**config.mk**
```make
export PLATFORM = sky130hd
export DESIGN_NAME = ptim_indicator
export DESIGN_NICKNAME = d
export VERILOG_FILES = /design/src/ptim_pkg.sv /design/src/ptim_pulse_gen.sv /design/src/ptim_indicator.sv
export SDC_FILE = /design/constraint.sdc
export NUM_CORES = 1
export LEC_CHECK = 0
export ABC_AREA = 1
export BUFFER_PORTS_ARGS = -buffer_cell sky130_fd_sc_hd__buf_2
export CAP_MARGIN = 20
export CORE_UTILIZATION = 63
export CTS_CLUSTER_SIZE = 12
export DETAILED_ROUTE_END_ITERATION = 12
export HOLD_SLACK_MARGIN = 0.05
export PLACE_DENSITY = 0.81
export SYNTH_ARGS = -nofsm -noshare
export SYNTH_HDL_FRONTEND = slang
export SYNTH_HIERARCHICAL = 1
export SYNTH_SLANG_ARGS = --single-unit
```
**constraint.sdc**
```tcl
create_clock -name sys_clk_i -period 8.55 [get_ports sys_clk_i]
set_clock_uncertainty 0.05 [all_clocks]
set_input_delay 0.4275 -clock sys_clk_i [delete_from_list [all_inputs] [get_ports sys_clk_i]]
set_output_delay 0.4275 -clock sys_clk_i [all_outputs]
set_load 0.05 [all_outputs]
```
**src/ptim_pkg.sv**
```systemverilog
package ptim_pkg;

   // ************************************************************
   // Timing
   // ************************************************************
   localparam int CLK_HZ = 20_000_000;
   localparam int IND_DELAY_MS = 24;
   localparam int IND_DELAY_CYC = (IND_DELAY_MS * (CLK_HZ / 1000));
   // Signature pulse period in cycles and the on-times per duty (per mille of period)
   localparam int PULSE_PERIOD_CYC = 1000;
   localparam int DUTY_26_PM = 260;
   localparam int DUTY_12P5_PM = 125;
   localparam int DUTY_8P1_PM = 81;
   localparam int DUTY_5P4_PM = 54;
   localparam int CNT_W = 24;
   localparam int PCNT_W = 10;

   // ************************************************************
   // Encodings
   // ************************************************************
   typedef enum logic [1:0] {
      PTIM_DUTY_SHORT = 2'h0,
      PTIM_DUTY_RES = 2'h1,
      PTIM_DUTY_OPEN = 2'h2
   } ptim_duty_e;

   typedef enum logic [1:0] {
      PTIM_ST_OFF = 2'h0,
      PTIM_ST_INRUSH = 2'h1,
      PTIM_ST_SETTLE = 2'h3,
      PTIM_ST_ON = 2'h2
   } ptim_state_e;

   localparam logic [2:0] CLASS_EVENT_1 = 3'h1;
   localparam logic [2:0] CLASS_EVENT_4 = 3'h4;
   localparam logic [2:0] CLASS_EVENT_5 = 3'h5;

   // Flag level 1 = released (high), 0 = pulled low
   typedef struct packed {
      logic power_level_high_flag;
      logic power_level_low_flag;
      logic high_type_equipment_flag;
   } ptim_flags_s;

   localparam ptim_flags_s FLAGS_RELEASED = 3'h7;

   typedef struct packed {
      logic high_type_equipment;
      logic [2:0] class_events;
   } ptim_class_s;

endpackage : ptim_pkg

```
**src/ptim_pulse_gen.sv**
```systemverilog
`timescale 1ns/10ps
module ptim_pulse_gen #(
   parameter int PERIOD = ptim_pkg::PULSE_PERIOD_CYC
) (
   input wire logic sys_clk_i,
   input wire logic sys_rst_i,
   input wire logic enable_i,
   input wire logic [ptim_pkg::PCNT_W-1:0] on_cycles_i,
   output logic pulse_o
);
   typedef struct packed {
      logic [ptim_pkg::PCNT_W-1:0] cnt;
      logic pulse;
   } ptim_pg_s;

   ptim_pg_s st_ff;
   ptim_pg_s nxt_st;

   always_comb begin
      nxt_st = st_ff;
      if (!enable_i) begin
         nxt_st.cnt = '0;
         nxt_st.pulse = 1'b0;
      end else begin
         if (st_ff.cnt == ptim_pkg::PCNT_W'(PERIOD - 1)) begin
            nxt_st.cnt = '0;
         end else begin
            nxt_st.cnt = st_ff.cnt + 1'b1;
         end
         nxt_st.pulse = (nxt_st.cnt < on_cycles_i);
      end
   end

   always_ff @(posedge sys_clk_i) begin
      if (sys_rst_i) begin
         st_ff <= '0;
      end else begin
         st_ff <= nxt_st;
      end
   end

   assign pulse_o = st_ff.pulse;
endmodule : ptim_pulse_gen

```
**src/ptim_indicator.sv**
```systemverilog
`timescale 1ns/10ps
module ptim_indicator #(
   parameter int IND_DELAY = ptim_pkg::IND_DELAY_CYC,
   parameter int PERIOD = ptim_pkg::PULSE_PERIOD_CYC
) (
   input wire logic sys_clk_i,
   input wire logic sys_rst_i,
   input wire logic above_mark_reset_i,
   input wire logic above_undervoltage_lockout_i,
   input wire logic above_32v_i,
   input wire logic thermal_shutdown_i,
   input wire logic inrush_done_i,
   input wire logic class_valid_i,
   input wire ptim_pkg::ptim_class_s class_i,
   input wire ptim_pkg::ptim_duty_e pulse_duty_select_i,
   input wire logic load_return_low_i,
   output logic power_good_out_o,
   output logic power_good_out_oe_o,
   output ptim_pkg::ptim_flags_s flags_o,
   output ptim_pkg::ptim_flags_s flags_oe_o,
   output logic signature_pulse_out_o
);
   // ************************************************************
   // Pin synchronisers
   // ************************************************************
   localparam int NSYNC = 6;
   logic [NSYNC-1:0] raw_in;
   logic [NSYNC-1:0] s1_ff;
   logic [NSYNC-1:0] s2_ff;
   logic [NSYNC-1:0] s3_ff;
   logic [NSYNC-1:0] filt_ff;

   assign raw_in = {above_mark_reset_i, above_undervoltage_lockout_i, above_32v_i,
                    thermal_shutdown_i, inrush_done_i, load_return_low_i};

   always_ff @(posedge sys_clk_i) begin
      if (sys_rst_i) begin
         s1_ff <= '0;
         s2_ff <= '0;
         s3_ff <= '0;
         filt_ff <= '0;
      end else begin
         s1_ff <= raw_in;
         s2_ff <= s1_ff;
         s3_ff <= s2_ff;
         for (int i = 0; i < NSYNC; i++) begin
            if (s2_ff[i] == s3_ff[i]) begin
               filt_ff[i] <= s3_ff[i];
            end
         end
      end
   end

   logic mark_ok;
   logic uv_ok;
   logic v32_ok;
   logic tsd;
   logic inr_done;
   logic ld_low;
   assign {mark_ok, uv_ok, v32_ok, tsd, inr_done, ld_low} = filt_ff;

   // ************************************************************
   // Encoding
   // ************************************************************
   function automatic ptim_pkg::ptim_flags_s encode_flags(input ptim_pkg::ptim_class_s c);
      ptim_pkg::ptim_flags_s f;
      f = ptim_pkg::FLAGS_RELEASED;
      f.high_type_equipment_flag = !c.high_type_equipment;
      if (c.class_events <= ptim_pkg::CLASS_EVENT_1) begin
         f.power_level_high_flag = 1'b1;
         f.power_level_low_flag = 1'b1;
      end else if (c.class_events < ptim_pkg::CLASS_EVENT_4 || !c.high_type_equipment) begin
         f.power_level_high_flag = 1'b1;
         f.power_level_low_flag = 1'b0;
      end else if (c.class_events == ptim_pkg::CLASS_EVENT_4) begin
         f.power_level_high_flag = 1'b0;
         f.power_level_low_flag = 1'b1;
      end else begin
         f.power_level_high_flag = 1'b0;
         f.power_level_low_flag = 1'b0;
      end
      return f;
   endfunction : encode_flags

   function automatic logic [ptim_pkg::PCNT_W-1:0] duty_on(input logic ht,
                                                          input ptim_pkg::ptim_duty_e d);
      int pm;
      pm = ptim_pkg::DUTY_26_PM;
      if (ht) begin
         unique case (d)
            ptim_pkg::PTIM_DUTY_SHORT: pm = ptim_pkg::DUTY_12P5_PM;
            ptim_pkg::PTIM_DUTY_RES: pm = ptim_pkg::DUTY_8P1_PM;
            default: pm = ptim_pkg::DUTY_5P4_PM;
         endcase
      end
      return ptim_pkg::PCNT_W'((pm * PERIOD) / ptim_pkg::PULSE_PERIOD_CYC);
   endfunction : duty_on

   // ************************************************************
   // State
   // ************************************************************
   typedef struct packed {
      ptim_pkg::ptim_state_e fsm;
      logic [ptim_pkg::CNT_W-1:0] cnt;
      ptim_pkg::ptim_flags_s held;
      logic held_ht;
      logic uv_prev;
      logic tsd_prev;
      logic pg_oe;
      logic [2:0] ind_oe;
      logic pulse_en;
   } ptim_st_s;

   ptim_st_s st_ff;
   ptim_st_s nxt_st;
   logic [ptim_pkg::PCNT_W-1:0] on_cyc;

   assign on_cyc = duty_on(st_ff.held_ht, pulse_duty_select_i);

   always_comb begin
      nxt_st = st_ff;
      nxt_st.uv_prev = uv_ok;
      nxt_st.tsd_prev = tsd;
      if (class_valid_i) begin
         nxt_st.held = encode_flags(class_i);
         nxt_st.held_ht = class_i.high_type_equipment;
      end
      unique case (st_ff.fsm)
         ptim_pkg::PTIM_ST_OFF: begin
            if (uv_ok && !tsd && (!st_ff.uv_prev || st_ff.tsd_prev)) begin
               nxt_st.fsm = ptim_pkg::PTIM_ST_INRUSH;
            end
         end
         ptim_pkg::PTIM_ST_INRUSH: begin
            if (inr_done) begin
               nxt_st.fsm = ptim_pkg::PTIM_ST_SETTLE;
               nxt_st.cnt = '0;
            end
         end
         ptim_pkg::PTIM_ST_SETTLE: begin
            nxt_st.cnt = st_ff.cnt + 1'b1;
            if (st_ff.cnt == ptim_pkg::CNT_W'(IND_DELAY - 1)) begin
               nxt_st.fsm = ptim_pkg::PTIM_ST_ON;
            end
         end
         ptim_pkg::PTIM_ST_ON: begin
         end
      endcase
      if (!uv_ok || tsd) begin
         nxt_st.fsm = ptim_pkg::PTIM_ST_OFF;
      end
      if (!mark_ok) begin
         nxt_st.held = ptim_pkg::FLAGS_RELEASED;
         nxt_st.held_ht = 1'b0;
      end
      nxt_st.pg_oe = (nxt_st.fsm == ptim_pkg::PTIM_ST_INRUSH);
      // Drive only flags that are low; kept state reapplied on re-entry
      nxt_st.ind_oe = (nxt_st.fsm == ptim_pkg::PTIM_ST_ON && v32_ok && !tsd) ?
                      ~nxt_st.held : 3'h0;
      nxt_st.pulse_en = (st_ff.fsm == ptim_pkg::PTIM_ST_ON) && ld_low;
   end

   always_ff @(posedge sys_clk_i) begin
      if (sys_rst_i) begin
         st_ff <= '{fsm: ptim_pkg::PTIM_ST_OFF, cnt: '0, held: ptim_pkg::FLAGS_RELEASED,
                    held_ht: 1'b0, uv_prev: 1'b0, tsd_prev: 1'b0, pg_oe: 1'b0,
                    ind_oe: 3'h0, pulse_en: 1'b0};
      end else begin
         st_ff <= nxt_st;
      end
   end

   // ************************************************************
   // Outputs
   // ************************************************************
   ptim_pulse_gen #(
      .PERIOD(PERIOD)
   ) u_pulse (
      .sys_clk_i(sys_clk_i),
      .sys_rst_i(sys_rst_i),
      .enable_i(st_ff.pulse_en),
      .on_cycles_i(on_cyc),
      .pulse_o(signature_pulse_out_o)
   );

   assign power_good_out_o = 1'b0;
   assign power_good_out_oe_o = st_ff.pg_oe;
   assign flags_o = 3'h0;
   assign flags_oe_o = st_ff.ind_oe;
endmodule : ptim_indicator

```
==> run_results.csv, run 1 <==
group,metric,value,unit
run_status,status,"finished clean",
global_route,grt-ovfl-total,0,
synth,synth_fa_ha_area_share,15.1,%
clocking,cts_root_buffer,"clkbuf_8",
finish,diodes,0,
detailed_routing,wl_met2,6.40,mm
global_route,grt_pass1_wl,21.9,mm
finish,fin_util,70.4,%
critical_path,max_stage_delay,0.53,ns
sta,report.final.slew_viol_count,0,
clocking,clock_sinks,72,
synth,ys_seq_area_share,24.6,%
synth,ys_seq_elements,72,
detailed_routing,met1_length,5.48,mm
detailed_routing,dr_wl_met3,444,um
synth,synth_edf_count,0,
placed_design,place_hpwl,9.85,mm
critical_path,cp.arrival,8.15,ns
global_route,grt_usage,27.4,%
clocking,cts_buffers,9,
synth,synth_top_family_by_area,"simple AND/OR/NAND/NOR gates",
global_route,grt_pass1_vias,5101,
pwr,leakage,3.11,nW
detailed_routing,vias,5224,
synth,synth.yosys.warnings,6,
critical_path,crit_path_start,"st_ff[7]",
synth,synth-simple-area-share,35.5,%
detailed_routing,ant_nets,0,
placed_design,place.gp.congestion,0.943,
critical_path,r2r_cells,53,
pwr,ir_drop,149,uV
pwr,p_per_area,117,nW/um^2
global_route,grt_max_degree,43,
placed_design,pre_cts_ws,0.395,ns
finish,instances_no_fill,975,
detailed_routing,topRoutingLayerUsed,"met4",
sta,tightest_slew,0.752,ns
critical_path,regToRegEndpoint,"u_pulse/pulse_o",
critical_path,cp_common_cell,"nand2_4",
die,start_util,66.0,%
clocking,clk_latency,0.34,ns
die,die_x,98.5,um
finish,num-fill-cells,753,
die,die_y,98.5,um
clocking,cts_tree,"done",
clocking,cts.path.max_buffers,2,
min_path,min_from,"above_undervoltage_lockout_i",
synth,synth_mux_area_share,0,%
critical_path,critical_path_class,"reg -> reg",
placed_design,portBuffers,19,
critical_path,cp_data_required_time,8.78,ns
die,rows,34,
detailed_routing,drtIter0Drc,225,
synth,synth_top_cell_by_area,"dfxtp_1",
sta,worst_slack,0.632,ns
finish,drive_gt1_share,14.6,%
sta,slew_headroom,49.9,%
detailed_routing,route.detailed.drc,0,
global_route,antenna_found_initial,0,
synth,yosys.area_share.xor_xnor,0.895,%
sta,timing.fmax,126,MHz
die,dieArea,9710,sq um
critical_path,critical-path-slowest-cell,"fa_1",
critical_path,r2r-start,"st_ff[7]",
detailed_routing,drtPass1Iterations,7,
placed_design,dp_cells,956,
finish,layout.nets,940,
synth,synth_compound_gate_area_share,11.0,%
synth,ys.flop_type,"dfxtp_1",
synth,syn_inst,841,
sta,fin_tns_setup,0,ns
critical_path,path_max_fanout,7,
synth,synth.avg_cell_area,6.98,sq um
critical_path,end_kind,"flip-flop",
critical_path,r2r_slack,0.63,ns
synth,async_flop_share,0,%
sta,period_needed,7.92,ns
synth,synth_area_leaders,"dfxtp_1 (25%), ha_1 (11%), nand2_1 (10%), inv_1 (9.5%), nor2_1 (6.3%)",
die,ioPinCount,24,
synth,syn-cell-area,5870,sq um
detailed_routing,wl_per_cell,12.8,um
sta,period_share,92.6,%
detailed_routing,drt_wl_total,12.5,mm
synth,ys_types,57,
min_path,holdCritPathClass,"in -> reg",
critical_path,worstSetupStartpointType,"flip-flop",
clocking,htreeDepth,3,
flow_run,maxCapViolations,0,
finish,area_growth,6.65,%
clocking,cts.clk_slew.worst_paths,0.08,ns
sta,finalHoldViolations,0,
die,coreArea,8890,sq um
synth,yosysTopAreaCellShare,24.6,%
sta,rsz0062_at_grt,"no",
critical_path,endpoint,"u_pulse/pulse_o",
detailed_routing,avgViaCountPerCell,5.36,
clocking,postCtsHoldBufs,0,
sta,setup_viol,0,
==> routing by layer <==
metal | vias up | global-route usage, %
met3 | 14 | 3.69
met4 | 0 | 8.61
met2 | 107 | 51.0
li1 | 2711 | -
met5 | - | 0
met1 | 2392 | 32.6
==> report_power, final <==
group	switching (mW)	leakage (nW)	internal, mW
Clock	0.127	0.103	0.166
Sequential	0.00134	0.583	0.339
Combinational	0.0683	2.43	0.0307
==> cell type report <==
type                            count  area (sq um)  share of cell area [%]
Multi-Input combinational cell    587          3690                    58.9
Sequential cell                    72          1440                    23.0
Tap cell                          108           135                    2.16
Timing Repair Buffer               24           133                    2.12
Clock inverter                      6          92.6                    1.48
Clock buffer                       10           128                    2.04
Inverter                          168           644                    10.3
==> cell usage after synthesis, types with 8 or more instances <==
master / n
nand2_1: 163
inv_1: 148
nor2_1: 98
dfxtp_1: 72
ha_1: 50
nand3_1: 44
a21oi_1: 31
o21ai_0: 24
nor3_1: 20
nand2_2: 17
inv_2: 14
nand2_4: 14
fa_1: 13
nand4_1: 12
nand3_2: 9
buf_4: 8
clkbuf_1: 8
==> cells in the final DEF, fill, tap and decap left out, drive strengths merged, types with 4 or more instances in the layout <==
cell type	n
o21ai	33
nor4	4
a311oi	4
dfxtp	72
a22oi	4
fa	13
buf	24
clkinv	4
ha	50
nand4	14
conb	5
o22ai	5
nor2	110
nand3	56
nand2	195
clkbuf	10
nor3	21
inv	166
a211oi	5
or2	6
a21oi	34
==> how the worst min path moves through the flow <==
| stage | depth (start not counted) | to |
|---|---|---|
| 2_1_floorplan | 2 | s2_ff[0] |
| 3_3_place_gp | 2 | s2_ff[4] |
| 3_5_place_dp | 2 | s2_ff[3] |
| 4_1_cts | 3 | s1_ff[4] |
| 5_1_grt | 3 | s1_ff[5] |
| 6_report | 3 | s1_ff[4] |
==> what timing repair did <==
| action | in CTS | in global routing |
|---|---|---|
| setup buffers | 0 | 3 |
| setup endpoints to repair | 0 | 1 |
| resized for setup | 0 | 0 |
==> cells by family (layout without fill, tap and decap cells) <==
kind of cell / count (synthesis) / after routing
AO/OA/AOI/OAI: 102 / 102
other: 1 / 5
adder cells (fa/ha/maj): 63 / 63
XOR/XNOR: 6 / 6
AND/OR/NAND/NOR: 411 / 411
flip-flops: 72 / 72
buffers and inverters: 186 / 208
==> state kept, by name (all words and copies together), names as in the netlist <==
signal               flops
s3_ff                    6
filt_ff                  6
s1_ff                    6
power_good_out_oe_o      1
u_pulse/pulse_o          1
s2_ff                    6
flags_oe_o               3
st_ff                   33
u_pulse/st_ff           10
==> stage by stage <==
step	power, mW	instance area, sq um	hold slack [ns]
5_1_grt	0.762	6260	0.229
3_3_place_gp	0.443	6020	0.339
6_report	0.732	6260	0.234
4_1_cts	0.737	6240	0.216
3_5_place_dp	0.445	6020	0.342
2_1_floorplan	0.428	5890	0.338
==> critical path: cells and delay by family, from the launching register on <==
family / cells / cell delay (ns)
flip-flops: 1 / 0.42
AND/OR/NAND/NOR: 28 / 3.24
adder cells (fa/ha/maj): 8 / 2.49
buffers and inverters: 10 / 0.78
AO/OA/AOI/OAI: 7 / 0.85
Note: power is estimated with default switching activity, not from simulation.
==> run 2: changes to the inputs <==
Settings changed: ABC_AREA 1 to default, GPL_TIMING_DRIVEN from default to 1.
==> run_results.csv, run 2 <==
group,metric,value,unit
critical_path,critical_path_class,"reg -> reg",
pwr,leakage,2.60,nW
finish,layout.nets,758,
global_route,grt_usage,26.8,%
synth,synth_edf_count,0,
placed_design,portBuffers,19,
global_route,antenna_found_initial,0,
synth,ys.flop_type,"dfxtp_1",
placed_design,place_hpwl,8.77,mm
finish,mostFrequentLayoutCell,"dfxtp_1",
die,start_util,65.9,%
synth,synth_top_cell_by_area,"dfxtp_1",
sta,setup_viol,0,
clocking,clk_latency,0.34,ns
synth,synth.yosys.warnings,6,
finish,top_register,"st_ff",
flow_run,maxCapViolations,0,
finish,drive_gt1_share,15.9,%
critical_path,r2r_slack,0.30,ns
global_route,grt_max_degree,55,
detailed_routing,vias,4707,
critical_path,end_kind,"flip-flop",
critical_path,endpoint,"u_pulse/pulse_o",
critical_path,path_max_fanout,11,
critical_path,critical-path-slowest-cell,"fa_1",
detailed_routing,drtIter0Drc,325,
clocking,postCtsHoldBufs,0,
critical_path,max_stage_delay,0.52,ns
sta,tightest_slew,0.761,ns
clocking,cts.path.max_buffers,2,
global_route,grt_pass1_wl,19.4,mm
synth,ys_seq_elements,72,
synth,netlist_top_cells_count,"dfxtp_1 (72), nor2_1 (57), ha_1 (50), inv_1 (50), nand2_1 (47)",
placed_design,pre_cts_ws,0.0615,ns
synth,synth_most_common_cell,"dfxtp_1",
clocking,cts_tree,"done",
die,ioPinCount,24,
min_path,holdCritPathClass,"in -> reg",
run_status,status,"finished clean",
clocking,htreeDepth,3,
finish,largest_reg_flops,33,
die,dieArea,9100,sq um
critical_path,regToRegEndpoint,"u_pulse/pulse_o",
global_route,grt_pass1_vias,4431,
die,die_y,95.4,um
synth,synth.avg_cell_area,8.43,sq um
placed_design,dpl_cell_area,5700,sq um
sta,report.final.slew_viol_count,0,
synth,ys_seq_area_share,26.2,%
synth,synth_area_leaders,"dfxtp_1 (26%), ha_1 (11%), fa_1 (4.7%), nor2_1 (3.9%), a21oi_1 (3.5%)",
critical_path,cp.arrival,8.46,ns
global_route,grt-ovfl-total,0,
die,die_x,95.4,um
sta,period_share,96.5,%
sta,timing.fmax,121,MHz
clocking,cts_root_buffer,"clkbuf_8",
finish,area_growth,9.60,%
sta,finalHoldViolations,0,
pwr,power,656,uW
sta,slew_headroom,49.1,%
finish,fin_util,72.2,%
critical_path,r2r-start,"st_ff[7]",
finish,final_cell_mix,"dfxtp_1 (72), nor2_1 (56), inv_1 (49), ha_1 (49), nand2_1 (45)",
synth,ys_types,86,
clocking,cts_buffers,9,
synth,yosysTopAreaCellShare,26.2,%
finish,diodes,0,
synth,syn-cell-area,5500,sq um
sta,period_needed,8.25,ns
clocking,clock_sinks,72,
critical_path,crit_path_start,"st_ff[7]",
detailed_routing,drtPass1Iterations,7,
critical_path,worstSetupStartpointType,"flip-flop",
finish,num-fill-cells,636,
finish,largest_registers,"st_ff x33, u_pulse/st_ff x10",
detailed_routing,avgViaCountPerCell,5.96,
finish,fin_area,6030,sq um
synth,syn_inst,652,
detailed_routing,drt_wl_total,11.5,mm
clocking,cts.clk_slew.worst_paths,0.08,ns
pwr,ir_drop,145,uV
synth,async_flop_share,0,%
placed_design,place.gp.congestion,0.956,
pwr,p_per_area,109,nW/um^2
detailed_routing,route.detailed.drc,0,
detailed_routing,ant_nets,0,
detailed_routing,wl_per_cell,14.6,um
critical_path,cp_data_required_time,8.76,ns
die,coreArea,8340,sq um
sta,worst_slack,0.299,ns
critical_path,r2r_cells,33,
die,rows,33,
## run 2: cell types whose count changed after synthesis, moves of 10 or more
cell,change
nand2_4,-14
nor2_1,-41
xnor2_1,+10
nor2b_1,+25
nand2_2,-17
inv_2,-14
nand2_1,-116
inv_1,-98
and2_1,+10
## run 2: cells by family after synthesis
family / after synthesis / share of synthesized area [%]
fa+ha+maj: 63 / 16.1
xor+xnor: 25 / 4.73
other cells: 1 / 0.0682
buf+inv: 78 / 6.21
compound gates: 132 / 17.5
flops: 72 / 26.2
mux: 12 / 2.53
simple gates: 269 / 26.7
## run 2: layout make-up
class	instances	area [sq um]	area share (%)
clock inverter	7	71.3	1.18
sequential	72	1440	23.9
tap	105	131	2.18
inverter	52	201	3.34
timing repair buffer	39	258	4.28
multi-input combinational	506	3800	63.0
clock buffer	9	124	2.06
## run 2: metrics by stage
stage	setup TNS (ns)	hold WS, ns	cells
after global placement	0	0.367	767
final	0	0.234	790
after global routing	-0.0979	0.231	790
after floorplan	0	0.364	656
after detailed placement	0	0.372	767
after CTS	0	0.228	783
## run 2: worst min path at each step
stage / startpoint / end / slack [ns] / cells past startpoint
after floorplan: s1_ff[0] / s2_ff[0] / 0.36 / 1
after global placement: s1_ff[3] / s2_ff[3] / 0.37 / 1
after detailed placement: s1_ff[2] / s2_ff[2] / 0.37 / 1
after CTS: above_mark_reset_i / s1_ff[5] / 0.23 / 2
after global routing: above_undervoltage_lockout_i / s1_ff[4] / 0.23 / 2
final: load_return_low_i / s1_ff[0] / 0.23 / 2
## run 2: per-layer routing
| layer | vias up | share of wire, % | GRT usage [%] |
|---|---|---|---|
| met5 | - | 0 | 0 |
| met4 | 0 | 2.0 | 11.6 |
| met3 | 22 | 4.8 | 2.87 |
| met2 | 145 | 50 | 47.8 |
| met1 | 2179 | 44 | 32.5 |
| li1 | 2361 | - | - |
## run 2: power breakdown
part	internal (mW)	switching, mW	leakage, nW
Sequential	0.338	0.00118	0.583
Combinational	0.0226	0.0358	1.92
Clock	0.114	0.144	0.0999
Total	0.475	0.181	2.60
## run 2: critical path, delay by kind of cell (launching register included)
kind / cells / cell delay, ns
simple gates: 6 / 0.86
xor+xnor: 2 / 0.33
compound gates: 12 / 3.28
buf+inv: 6 / 0.63
mux: 1 / 0.34
fa+ha+maj: 6 / 2.29
flops: 1 / 0.38
## run 2: repair_timing
item / 4_1_cts / 5_1_grt
buffers inserted: 0 / 7
resized for setup: 0 / 13
endpoints found under the setup margin: 0 / 1
==> run 3: changes to the inputs <==
Settings changed: CELL_PAD_IN_SITES_DETAIL_PLACEMENT from default to 0, CELL_PAD_IN_SITES_GLOBAL_PLACEMENT from default to 2, CORE_UTILIZATION 63 to 39, PLACE_DENSITY 0.81 to default, PLACE_DENSITY_LB_ADDON from default to 0.1, REMOVE_ABC_BUFFERS from default to 1.
==> run_results.csv, run 3 (synthesized netlist as in run 2, its figures left out) <==
group,metric,value,unit
die,start_util,39.8,%
placed_design,portBuffers,19,
global_route,grt_usage,18.7,%
sta,fin_tns_setup,0,ns
clocking,clk_latency,0.33,ns
min_path,holdCritPathClass,"in -> reg",
finish,area_growth,13.0,%
sta,finalHoldViolations,0,
detailed_routing,wl_met2,6.00,mm
finish,diodes,0,
pwr,internal-power,564,uW
sta,report.final.slew_viol_count,0,
sta,period_share,94.9,%
pwr,leakage,2.63,nW
placed_design,pre_cts_ws,0.0627,ns
critical_path,critical_path_class,"reg -> reg",
pwr,ir_drop,92.9,uV
clocking,htreeDepth,3,
placed_design,place.gp.congestion,0.835,
critical_path,critical-path-slowest-cell,"fa_1",
sta,tightest_slew,0.778,ns
sta,holdWs,0.246,ns
pwr,p_per_area,122,nW/um^2
clocking,clock_sinks,72,
pwr,clock_power_share,47.3,%
detailed_routing,route.detailed.drc,0,
detailed_routing,met1_length,6.26,mm
critical_path,r2r-start,"st_ff[7]",
sta,period_needed,8.12,ns
sta,timing.fmax,123,MHz
detailed_routing,drt_wl_total,12.5,mm
detailed_routing,dr_wl_met3,152,um
critical_path,worstSetupStartpointType,"flip-flop",
sta,setup_viol,0,
min_path,min_from,"above_mark_reset_i",
critical_path,cp.arrival,8.31,ns
sta,rsz0062_at_grt,"no",
die,ioPinCount,24,
finish,instances_no_fill,869,
global_route,grt-ovfl-total,0,
global_route,grt_pass1_wl,21.9,mm
pwr,sw_frac_of_total,25.5,%
pwr,power_switching,193,uW
finish,mostFrequentLayoutCell,"dfxtp_1",
sta,worst_slack,0.433,ns
clocking,cts_root_buffer,"clkbuf_16",
die,rows,43,
pwr,power,757,uW
finish,fin_util,44.9,%
detailed_routing,ant_nets,0,
global_route,antenna_found_initial,0,
die,die_y,121,um
die,coreArea,13800,sq um
pwr,comb_power_share,7.8,%
detailed_routing,wl_per_cell,14.4,um
critical_path,path_max_fanout,8,
critical_path,cp_data_required_time,8.74,ns
global_route,grt_max_degree,55,
finish,fin_area,6210,sq um
placed_design,place_hpwl,9.48,mm
detailed_routing,drtPass1Iterations,4,
critical_path,max_stage_delay,0.53,ns
clocking,cts.clk_slew.worst_paths,0.06,ns
flow_run,maxCapViolations,0,
finish,layout.nets,762,
clocking,cts.path.max_buffers,2,
placed_design,dp_cells,849,
critical_path,crit_path_start,"st_ff[7]",
detailed_routing,avgViaCountPerCell,5.23,
sta,slew_headroom,48.0,%
critical_path,end_kind,"flip-flop",
clocking,cts_tree,"done",
clocking,cts_buffers,9,
finish,drive_gt1_share,16.0,%
detailed_routing,drtIter0Drc,177,
finish,largest_reg_flops,33,
finish,top_register,"st_ff",
finish,largest_registers,"st_ff x33, u_pulse/st_ff x10",
critical_path,r2r_slack,0.43,ns
run_status,status,"finished clean",
placed_design,dpl_cell_area,5840,sq um
die,die_x,121,um
global_route,grt_pass1_vias,4428,
detailed_routing,topRoutingLayerUsed,"met4",
die,dieArea,14600,sq um
detailed_routing,vias,4544,
finish,final_cell_mix,"dfxtp_1 (71), nor2_1 (57), inv_1 (50), ha_1 (48), nand2_1 (47)",
pwr,p_seq_share,44.9,%
run 3: repair_timing:
| action | CTS | global route |
|---|---|---|
| endpoints found under the setup margin | 0 | 1 |
| resized for setup | 0 | 11 |
| hold buffers | 0 | 0 |
| buffers inserted | 0 | 4 |
run 3: metal layers:
layer | up-vias | global-route usage (%)
met5 | - | 0
met4 | 0 | 4.94
met3 | 8 | 2.64
met2 | 40 | 31.6
met1 | 2126 | 24.9
li1 | 2370 | -
run 3: path summary, 6_finish.rpt:
path | cells past startpoint | endpoint
worst max-delay path | 34 | u_pulse/pulse_o
worst min-delay path | 2 | s1_ff[5]
worst max register to register | 34 | u_pulse/pulse_o
worst min register to register | 1 | s2_ff[1]
run 3: layout make-up:
cell class	count	area, sq um
Sequential cell	72	1440
Clock inverter	7	61.3
Inverter	52	201
Multi-Input combinational cell	506	3780
Tap cell	180	225
Clock buffer	9	225
Timing Repair Buffer	43	279
Fill cell	1381	7610
run 3: power groups by stage:
stage / Sequential [mW] / Combinational, mW / Clock (mW)
after floorplan: 0.347 / 0.0386 / 0
final: 0.340 / 0.0588 / 0.358
after global routing: 0.340 / 0.0652 / 0.387
after global placement: 0.347 / 0.0551 / 0
after detailed placement: 0.348 / 0.0554 / 0
after CTS: 0.340 / 0.0557 / 0.371
run 3: worst max-delay path: cells and delay by family (launching register included):
family,cells,cell delay (ns)
xor gates and xnor gates,2,0.27
and+or+nand+nor,7,1.03
muxes,2,0.66
adders and majority gates,8,2.70
AOI/OAI and AO/OA,10,2.60
buffers and inverters,5,0.33
DFF,1,0.36
